**config.mk**
```make
export PLATFORM = sky130hd
export DESIGN_NAME = tap_ctrl
export DESIGN_NICKNAME = d
export VERILOG_FILES = /design/src/hw/tap_ctrl.v
export VERILOG_INCLUDE_DIRS = /design/src /design/src/hw
export SDC_FILE = /design/constraint.sdc
export NUM_CORES = 1
export LEC_CHECK = 0
export ABC_AREA = 1
export ABC_CLOCK_PERIOD_IN_PS = 41500
export BUFFER_PORTS_ARGS = -buffer_cell sky130_fd_sc_hd__buf_2
export CAP_MARGIN = 20
export CORE_ASPECT_RATIO = 1.4
export CORE_MARGIN = 2
export CORE_UTILIZATION = 40
export CTS_BUF_LIST = sky130_fd_sc_hd__clkbuf_16
export CTS_CLUSTER_SIZE = 10
export DETAILED_ROUTE_END_ITERATION = 6
export PLACE_DENSITY = 0.58
export SYNTH_ARGS = -nofsm -noshare
export SYNTH_HDL_FRONTEND = slang
export SYNTH_SLANG_ARGS = --single-unit
```
**constraint.sdc**
```tcl
create_clock -name i_clk -period 41.5 [get_ports i_clk]
set_input_delay 0 -clock i_clk [delete_from_list [all_inputs] [get_ports i_clk]]
set_output_delay 0 -clock i_clk [all_outputs]
set_load 0.01 [all_outputs]
```
**src/hw/tap_defines.vh**
```
// Constants for the test access port: instruction codes, register lengths and controller states.
`ifndef TAP_DEFINES_VH
`define TAP_DEFINES_VH

`define IR_LEN            8
`define IDCODE_LEN        32
`define SIG_LEN           32
`define ADDR_LEN          169
`define DATA_LEN          243

`define OP_EXTEST         8'h00
`define OP_ADDR_SCAN      8'h01
`define OP_DATA_SCAN      8'h02
`define OP_BULK_ERASE     8'h03
`define OP_PROG_ARRAY     8'h07
`define OP_PROG_SECURITY  8'h09
`define OP_VERIFY_ARRAY   8'h0A
`define OP_IN_CLEAR       8'h12
`define OP_IN_SET         8'h13
`define OP_DISCHARGE      8'h14
`define OP_PROG_ENABLE    8'h15
`define OP_IDCODE         8'h16
`define OP_SIG_READ       8'h17
`define OP_OUTPUTS_OFF    8'h18
`define OP_SIG_PROGRAM    8'h1A
`define OP_SAMPLE         8'h1C
`define OP_PROG_DISABLE   8'h1E
`define OP_ADDR_INIT      8'h21
`define OP_DEV_RESET      8'h22
`define OP_DONE_ERASE     8'h24
`define OP_PROG_INCR      8'h27
`define OP_CFG_VERIFY     8'h28
`define OP_CFG_ERASE      8'h29
`define OP_VERIFY_INCR    8'h2A
`define OP_CFG_ADDR       8'h2B
`define OP_CFG_DATA       8'h2D
`define OP_CFG_PROGRAM    8'h2E
`define OP_DONE_PROGRAM   8'h2F
`define OP_BYPASS         8'hFF

`define ST_RESET          4'h0
`define ST_IDLE           4'h1
`define ST_SEL_DR         4'h2
`define ST_CAP_DR         4'h3
`define ST_SHIFT_DR       4'h4
`define ST_EX1_DR         4'h5
`define ST_PAUSE_DR       4'h6
`define ST_EX2_DR         4'h7
`define ST_UPD_DR         4'h8
`define ST_SEL_IR         4'h9
`define ST_CAP_IR         4'hA
`define ST_SHIFT_IR       4'hB
`define ST_EX1_IR         4'hC
`define ST_PAUSE_IR       4'hD
`define ST_EX2_IR         4'hE
`define ST_UPD_IR         4'hF

`define IDLE_ACT_EDGE     2'h2

`endif

```
**src/hw/tap_ctrl.v**
```verilog
// Test access port controller with instruction decode and the serial data paths.
`timescale 1ns/100ps
//
// Summary of operation
// - Sample inputs on rising, drive output on falling.
// - Sixteen-state controller steered by mode select.
// - Mode select high reaches reset within five.
// - Power-on starts in test-logic reset.
// - Reset leads to idle; idle launches program, erase, verify.
// - Capture-data loads identity, signature or clears bypass; address/data hold.
// - Capture-instruction loads the identification code.
// - Capture goes to shift or exit-one, then update/pause.
// - Pause resumes via exit-two or updates.
// - Program, erase, verify start at second idle edge.
// - Other instructions take effect at update.
// - All-ones code selects one-bit bypass.
// - Sample/preload code selects bypass.
// - All-zeros code selects bypass.
// - Identification code selects 32-bit identity register.
// - Identity readable after reset without instruction.
// - Force-outputs-off disables open-drain, pulls drivers low.
// - Configuration erase spares the logic array.
// - Address scan selects 169-bit register.
// - Data scan selects 243-bit register.
// - Signature read loads and shifts 32 bits.
// - Two codes set or clear logic input one.
// - Instruction register is eight bits.
// - Program/erase act at second idle edge.
// - Program/erase need programming mode first.
// - Reset state cancels programming mode.
`include "tap_defines.vh"

module tap_ctrl #(
   parameter [31:0] IDCODE_VALUE = 32'h0000_0001  // Arbitrary identity value.
) (
   input  wire                  i_clk,            // System clock, 10 MHz.
   input  wire                  i_sys_rst,        // Asynchronous reset, active high.
   input  wire                  i_tck,            // Test clock pin.
   input  wire                  i_tms,            // Mode select pin.
   input  wire                  i_tdi,            // Serial data in pin.
   input  wire [31:0]           i_sig_nv,         // User signature held in non-volatile memory.
   output reg                   o_tdo,            // Serial data out.
   output reg                   o_tdo_oe,         // Output enable for serial data out.
   output reg                   o_outputs_off,    // Open-drains off, drivers pulled low.
   output reg                   o_logic_input_one,// Scan-controlled logic input bit.
   output reg                   o_prog_mode,      // Programming mode active.
   output reg  [7:0]            o_nv_op,          // Non-volatile operation code.
   output reg                   o_nv_strobe       // One-cycle start of that operation.
);

   //---------------------------------------------------------------
   // Pin synchronisers and test-clock edge detection
   //---------------------------------------------------------------
   reg [1:0] tck_s_r;   // Test clock synchroniser.
   reg [1:0] tms_s_r;   // Mode select synchroniser.
   reg [1:0] tdi_s_r;   // Data in synchroniser.
   reg       tck_d_r;   // Previous synchronised test clock.
   wire      rise = tck_s_r[1] & ~tck_d_r;  // Rising test-clock edge.
   wire      fall = ~tck_s_r[1] & tck_d_r;  // Falling test-clock edge.

   // Two flip-flops on every pin before any logic reads it.
   always @(posedge i_clk or posedge i_sys_rst) begin
      if (i_sys_rst) begin
         tck_s_r <= 2'h0;
         tms_s_r <= 2'h3;
         tdi_s_r <= 2'h0;
         tck_d_r <= 1'b0;
      end else begin
         tck_s_r <= {tck_s_r[0], i_tck};
         tms_s_r <= {tms_s_r[0], i_tms};
         tdi_s_r <= {tdi_s_r[0], i_tdi};
         tck_d_r <= tck_s_r[1];
      end
   end

   wire tms = tms_s_r[1];  // Synchronised mode select.
   wire tdi = tdi_s_r[1];  // Synchronised data in.

   //---------------------------------------------------------------
   // Controller state machine
   //---------------------------------------------------------------
   reg [3:0] state_r;   // Current controller state.
   reg [3:0] state_nxt; // Next controller state.

   // Standard state graph; high mode select always heads to reset.
   always @* begin
      case (state_r)
         `ST_RESET:    state_nxt = tms ? `ST_RESET   : `ST_IDLE;
         `ST_IDLE:     state_nxt = tms ? `ST_SEL_DR  : `ST_IDLE;
         `ST_SEL_DR:   state_nxt = tms ? `ST_SEL_IR  : `ST_CAP_DR;
         `ST_CAP_DR:   state_nxt = tms ? `ST_EX1_DR  : `ST_SHIFT_DR;
         `ST_SHIFT_DR: state_nxt = tms ? `ST_EX1_DR  : `ST_SHIFT_DR;
         `ST_EX1_DR:   state_nxt = tms ? `ST_UPD_DR  : `ST_PAUSE_DR;
         `ST_PAUSE_DR: state_nxt = tms ? `ST_EX2_DR  : `ST_PAUSE_DR;
         `ST_EX2_DR:   state_nxt = tms ? `ST_UPD_DR  : `ST_SHIFT_DR;
         `ST_UPD_DR:   state_nxt = tms ? `ST_SEL_DR  : `ST_IDLE;
         `ST_SEL_IR:   state_nxt = tms ? `ST_RESET   : `ST_CAP_IR;
         `ST_CAP_IR:   state_nxt = tms ? `ST_EX1_IR  : `ST_SHIFT_IR;
         `ST_SHIFT_IR: state_nxt = tms ? `ST_EX1_IR  : `ST_SHIFT_IR;
         `ST_EX1_IR:   state_nxt = tms ? `ST_UPD_IR  : `ST_PAUSE_IR;
         `ST_PAUSE_IR: state_nxt = tms ? `ST_EX2_IR  : `ST_PAUSE_IR;
         `ST_EX2_IR:   state_nxt = tms ? `ST_UPD_IR  : `ST_SHIFT_IR;
         `ST_UPD_IR:   state_nxt = tms ? `ST_SEL_DR  : `ST_IDLE;
         default:      state_nxt = `ST_RESET;
      endcase
   end

   // State advances only on a rising test-clock edge.
   always @(posedge i_clk or posedge i_sys_rst) begin
      if (i_sys_rst) begin
         state_r <= `ST_RESET;
      end else if (rise) begin
         state_r <= state_nxt;
      end
   end

   //---------------------------------------------------------------
   // Instruction register and data registers
   //---------------------------------------------------------------
   reg  [7:0]          ir_shift_r; // Instruction shift stage.
   reg  [7:0]          ir_r;       // Active instruction.
   reg                 byp_r;      // One-bit bypass register.
   reg  [31:0]         id_r;       // Identity shift register.
   reg  [31:0]         sig_r;      // Signature shift register.
   reg  [`ADDR_LEN-1:0] addr_r;    // Logic array address register.
   reg  [`DATA_LEN-1:0] data_r;    // Logic array data register.
   // Path codes: 0 bypass, 1 identity, 2 signature, 3 address, 4 data.
   reg  [2:0]          path;       // Path selector decoded from the instruction.

   // Decode the active instruction into a data path.
   always @* begin
      case (ir_r)
         `OP_IDCODE:    path = 3'h1;
         `OP_SIG_READ:  path = 3'h2;
         `OP_ADDR_SCAN: path = 3'h3;
         `OP_DATA_SCAN: path = 3'h4;
         `OP_BYPASS:    path = 3'h0;
         `OP_SAMPLE:    path = 3'h0;
         `OP_EXTEST:    path = 3'h0;
         default:       path = 3'h0;
      endcase
   end

   // Capture, shift and update of the instruction and data paths.
   always @(posedge i_clk or posedge i_sys_rst) begin
      if (i_sys_rst) begin
         ir_shift_r <= 8'h00;
         ir_r       <= `OP_IDCODE;
         byp_r      <= 1'b0;
         id_r       <= 32'h0000_0000;
         sig_r      <= 32'h0000_0000;
         addr_r     <= {`ADDR_LEN{1'b0}};
         data_r     <= {`DATA_LEN{1'b0}};
      end else if (rise) begin
         case (state_r)
            `ST_RESET: begin
               ir_r <= `OP_IDCODE;
            end
            `ST_CAP_IR: begin
               ir_shift_r <= `OP_IDCODE;
            end
            `ST_SHIFT_IR: begin
               ir_shift_r <= {tdi, ir_shift_r[7:1]};
            end
            `ST_UPD_IR: begin
               ir_r <= ir_shift_r;
            end
            `ST_CAP_DR: begin
               // Parallel load of the identity or signature path; bypass clears, address and data hold.
               byp_r <= 1'b0;
               if (path == 3'h1) begin
                  id_r <= IDCODE_VALUE;
               end
               if (path == 3'h2) begin
                  sig_r <= i_sig_nv;
               end
            end
            `ST_SHIFT_DR: begin
               case (path)
                  3'h1:    id_r   <= {tdi, id_r[31:1]};
                  3'h2:    sig_r  <= {tdi, sig_r[31:1]};
                  3'h3:    addr_r <= {tdi, addr_r[`ADDR_LEN-1:1]};
                  3'h4:    data_r <= {tdi, data_r[`DATA_LEN-1:1]};
                  default: byp_r  <= tdi;
               endcase
            end
            default: begin
               // Pause and other states hold every register.
            end
         endcase
      end
   end

   //---------------------------------------------------------------
   // Serial output on the falling edge
   //---------------------------------------------------------------
   reg tdo_bit; // Bit that leads the selected path.

   // Pick the bit presented at the serial output.
   always @* begin
      if (state_r == `ST_SHIFT_IR) begin
         tdo_bit = ir_shift_r[0];
      end else begin
         case (path)
            3'h1:    tdo_bit = id_r[0];
            3'h2:    tdo_bit = sig_r[0];
            3'h3:    tdo_bit = addr_r[0];
            3'h4:    tdo_bit = data_r[0];
            default: tdo_bit = byp_r;
         endcase
      end
   end

   // Output and its enable change only on the falling edge.
   always @(posedge i_clk or posedge i_sys_rst) begin
      if (i_sys_rst) begin
         o_tdo    <= 1'b0;
         o_tdo_oe <= 1'b0;
      end else if (fall) begin
         o_tdo    <= tdo_bit;
         o_tdo_oe <= (state_r == `ST_SHIFT_DR) || (state_r == `ST_SHIFT_IR);
      end
   end

   //---------------------------------------------------------------
   // Instruction effects: update-time and idle-time actions
   //---------------------------------------------------------------
   reg [1:0] idle_cnt_r; // Rising edges counted while in idle.
   reg       nv_kind;    // Instruction runs in idle rather than at update.
   reg       needs_prog; // Instruction needs programming mode.

   // Classify instructions that act in idle.
   always @* begin
      case (ir_r)
         `OP_BULK_ERASE, `OP_PROG_ARRAY, `OP_PROG_SECURITY, `OP_CFG_ERASE, `OP_CFG_PROGRAM,
         `OP_SIG_PROGRAM, `OP_PROG_INCR: begin
            nv_kind    = 1'b1;
            needs_prog = 1'b1;
         end
         `OP_VERIFY_ARRAY, `OP_CFG_VERIFY, `OP_VERIFY_INCR, `OP_DISCHARGE: begin
            nv_kind    = 1'b1;
            needs_prog = 1'b0;
         end
         default: begin
            nv_kind    = 1'b0;
            needs_prog = 1'b0;
         end
      endcase
   end

   // Update-state effects and the idle-time launch of array operations.
   always @(posedge i_clk or posedge i_sys_rst) begin
      if (i_sys_rst) begin
         o_outputs_off     <= 1'b0;
         o_logic_input_one <= 1'b0;
         o_prog_mode       <= 1'b0;
         o_nv_op           <= 8'h00;
         o_nv_strobe       <= 1'b0;
         idle_cnt_r        <= 2'h0;
      end else begin
         o_nv_strobe <= 1'b0;
         if (rise) begin
            // Clearing on the edge that enters reset, not one edge later, keeps the
            // five-edge escape with mode select high valid for programming mode too.
            if (state_nxt == `ST_RESET) begin
               o_prog_mode   <= 1'b0;
               o_outputs_off <= 1'b0;
            end
            if (state_r == `ST_UPD_IR) begin
               // Update-time instructions act here.
               case (ir_shift_r)
                  `OP_PROG_ENABLE:  o_prog_mode <= 1'b1;
                  `OP_PROG_DISABLE: o_prog_mode <= 1'b0;
                  `OP_IN_SET:       o_logic_input_one <= 1'b1;
                  `OP_IN_CLEAR:     o_logic_input_one <= 1'b0;
                  default: begin
                  end
               endcase
               // Forcing outputs off also accompanies array access codes.
               o_outputs_off <= (ir_shift_r != `OP_IDCODE) && (ir_shift_r != `OP_BYPASS) &&
                                (ir_shift_r != `OP_SAMPLE) && (ir_shift_r != `OP_EXTEST) &&
                                (ir_shift_r != `OP_IN_SET) && (ir_shift_r != `OP_IN_CLEAR) &&
                                (ir_shift_r != `OP_SIG_READ) && (ir_shift_r != `OP_PROG_DISABLE) &&
                                (ir_shift_r[7:6] == 2'h0);
            end
            // Count edges spent in idle; launch on the second.
            if (state_r == `ST_IDLE) begin
               if (idle_cnt_r != `IDLE_ACT_EDGE) begin
                  idle_cnt_r <= idle_cnt_r + 2'h1;
               end
               if ((idle_cnt_r == 2'h1) && nv_kind && (!needs_prog || o_prog_mode)) begin
                  o_nv_op     <= ir_r;
                  o_nv_strobe <= 1'b1;
               end
            end else begin
               idle_cnt_r <= 2'h0;
            end
         end
      end
   end

endmodule // tap_ctrl

```
==> summary.txt <==
STA
  • Max-slew headroom: 17.9%
  • Tmin final: 4.35 ns
  • RSZ-0062 raised after global routing: false
  • Hold Fails Final Rpt: 0
  • Actual slew at the worst max-slew pin: 1.23 ns
  • Setup Skew: 0.0325 ns
  • Max Fclk: 230 MHz
  • Period Utilization, post-route: 10.5%
  • Sum Neg Setup Slack: 0 ns
  • Max-slew violation count: 0
  • Final setup viols: 0

GRT
  • Vias in the first global route: 13108
  • First-pass GRT wire length: 59300 um
  • Largest net degree at the start of global routing: 294
  • Initial antenna violation count: 0
  • Grt ovf: 0
  • Global Route Usage Sum: 12.9%

Synthesis
  • Seq/Total Area, Yosys: 63.5%
  • Cell taking the most area after synthesis: dfrtp_1
  • Dominant cells by area after synthesis: dfrtp_1 63%, nand2_1 6.9%, o21ai_1 5.8%
  • Synth unique cells: 41
  • Commonest cells post-synth: 515 x dfrtp_1, 378 x nand2_1, 245 x inv_1, 241 x nor2_1, 239 x o21ai_1
  • Count leader, synth: dfrtp_1
  • Register bit total from synthesis: 520
  • Synthesized Nets: 2152
  • Post-synth EDFFs: 0
  • Top-area cell type share of the netlist area: 62.8%
  • Synth Flop Type: dfrtp_1
  • Post-synthesis cell area: 20500 sq um
  • Async SR Flop Fraction: 100%
  • Gate Count Post-Synth: 2113
  • Yosys Warn Count: 0
  • Syn_area_per_cell: 9.71 sq um

Clocking
  • Cts bufs inserted: 58
  • H-Tree Depth: 2
  • Post-CTS sizing: 0
  • CTS Sinks: 520
  • Skew-Pair Late Insertion Delay: 0.59 ns
  • CTS Buffer Depth: 3
  • Worst-path clk slew: 0.06 ns
  • CTS Root Cell: clkbuf_16
  • CTS tree: yes

Setup path
  • Reg2reg path depth: 8
  • Critical path class: reg2reg
  • Max stage delay on crit path: 0.88 ns
  • CP max-delay cell: buf_4
  • Setup crit end kind: flip-flop
  • Worst Path Required: 41.96 ns
  • Arrival time worst endpoint: 4.82 ns
  • Worst path cell trace: nor2_2, nand2_2, buf_4, nor2_4, nand3_4, buf_12, buf_4, mux2_4
  • Most used cell, CP: buf_4
  • Crit-path max FO: 293
  • CP startpoint kind: flip-flop

Run
  • Max_cap viols: 0

Floorplan
  • Rows: 98
  • Core area: 50900 sq um
  • Top Ports: 51
  • Die area: 53100 sq um
  • Initial cell density of the core: 40.3%
  • Die H: 272 um
  • Die W: 195 um

Worst hold path
  • Worst hold stages: 2
  • Worst Hold Class: in2reg

Routing
  • Detail Route Antenna Nets: 0
  • Detailed Route WL: 32900 um
  • TritonRoute pass-1 iters: 5
  • 1st-iter DRT viols: 802
  • Drt drc: 0
  • Vias: 13238
  • Vias per std cell: 4.69
  • Post-DR wirelength/cell: 11.6 um

Power and ir drop
  • Max IR drop VDD: 0.0319 mV
  • Leak: 11.3 nW
  • PwrDens: 45.4 nW/um^2

Place
  • Number of port buffers: 50
  • Dpl cells: 2710
  • DP HPWL: 19100 um
  • GP Congestion: 0.798

Layout
  • Final Non-Filler Cells: 2824
  • Layout net count: 2198
  • Layout cells sized above 1: 8.14%
  • Final Core Density: 45.0%
  • Synth-to-Final Area Change: 11.7%
  • N_diodes: 0

Status
  • Status: finished clean
[layout by cell type (no fill, tap or decap), drive strengths merged, types with 5 or more instances in the layout]
| cell | instances |
|---|---|
| nand4 | 11 |
| a22oi | 5 |
| dlygate4sd3 | 36 |
| a21oi | 217 |
| dfstp | 5 |
| clkbuf | 58 |
| mux2i | 31 |
| inv | 263 |
| nor2 | 251 |
| buf | 63 |
| dfrtp | 515 |
| nand2 | 382 |
| nand3 | 17 |
| o22ai | 7 |
| o21ai | 285 |
[kinds of logic (layout without fill, tap and decap cells)]
kind of cell | Yosys count | count (layout) | synth area share [%]
buf+inv | 363 | 424 | 8.30
simple gates | 670 | 670 | 13.1
flops | 520 | 520 | 63.5
fa+ha+maj | 2 | 2 | 0.122
mux | 34 | 34 | 1.71
compound gates | 524 | 524 | 13.3
[flip-flops by register name, summed over array words and instances, names as in the netlist, 2 cells and up]
| register | cells |
|---|---|
| data_r | 243 |
| addr_r | 169 |
| id_r | 32 |
| sig_r | 32 |
| ir_r | 8 |
| ir_shift_r | 8 |
| o_nv_op | 8 |
| state_r | 4 |
| idle_cnt_r | 2 |
| tck_s_r | 2 |
| tdi_s_r | 2 |
| tms_s_r | 2 |
[per-stage QoR]
stage / hold WS [ns] / power, W / setup WS (ns) / instance area (sq um)
floorplan: 0.00448 / 0.000594 / 26.98 / 20500
global placement: 0.110 / 0.000611 / 37.32 / 20900
detailed placement: 0.113 / 0.000613 / 37.23 / 20900
CTS: 0.0336 / 0.00106 / 37.21 / 22800
global route: 0.0481 / 0.00109 / 36.79 / 22900
finish: 0.0529 / 0.00104 / 37.15 / 22900
[critical path, delay by kind of cell (launching register included)]
kind	cells	cell delay, ns
flops	1	0.51
mux	1	0.35
buf+inv	3	2.10
simple gates	4	0.87
[final timing paths]
kind                                        start                      end  slack [ns]
setup / recovery           state_r[0]$_DFFE_PP0P_  data_r[106]$_DFFE_PP0P_       37.15
hold / removal                              i_tms     tms_s_r[0]$_DFF_PP1_        0.05
setup reg to reg           state_r[0]$_DFFE_PP0P_  data_r[106]$_DFFE_PP0P_       37.15
hold reg to reg              tck_s_r[0]$_DFF_PP0_     tck_s_r[1]$_DFF_PP0_        0.35
max in group asynchronous               i_sys_rst   data_r[83]$_DFFE_PP0P_       39.33
min in group asynchronous               i_sys_rst  data_r[214]$_DFFE_PP0P_        0.10
[power breakdown]
group | switching, W | internal [W] | leakage, nW | total (W)
Combinational | 0.0000547 | 0.0000266 | 3.48 | 0.0000813
Clock | 0.000186 | 0.000246 | 0.795 | 0.000433
Sequential | 0.00000871 | 0.000517 | 7.05 | 0.000526
Total | 0.000250 | 0.000790 | 11.3 | 0.00104
[per-layer routing]
layer	wire, um	GRT usage [%]	up-vias
met5	0	0	-
met2	15500	21.6	148
met1	15300	16.9	6221
met4	1010	4.88	0
li1	-	-	6791
met3	1060	2.24	78
[repair_timing]
action / in CTS / in global routing
buffers inserted: 0 / 0
hold buffers: 36 / 0
endpoints found under the hold margin: 139 / 0
[cell type report]
cell class	instances	area (sq um)
Fill cell	4823	28000
Sequential cell	520	13000
Multi-Input combinational cell	1230	5800
Clock buffer	58	1450
Inverter	250	946
Tap cell	650	813
Timing Repair Buffer	99	793
Clock inverter	17	91.3
No activity file was read; power rests on OpenSTA's default activity.
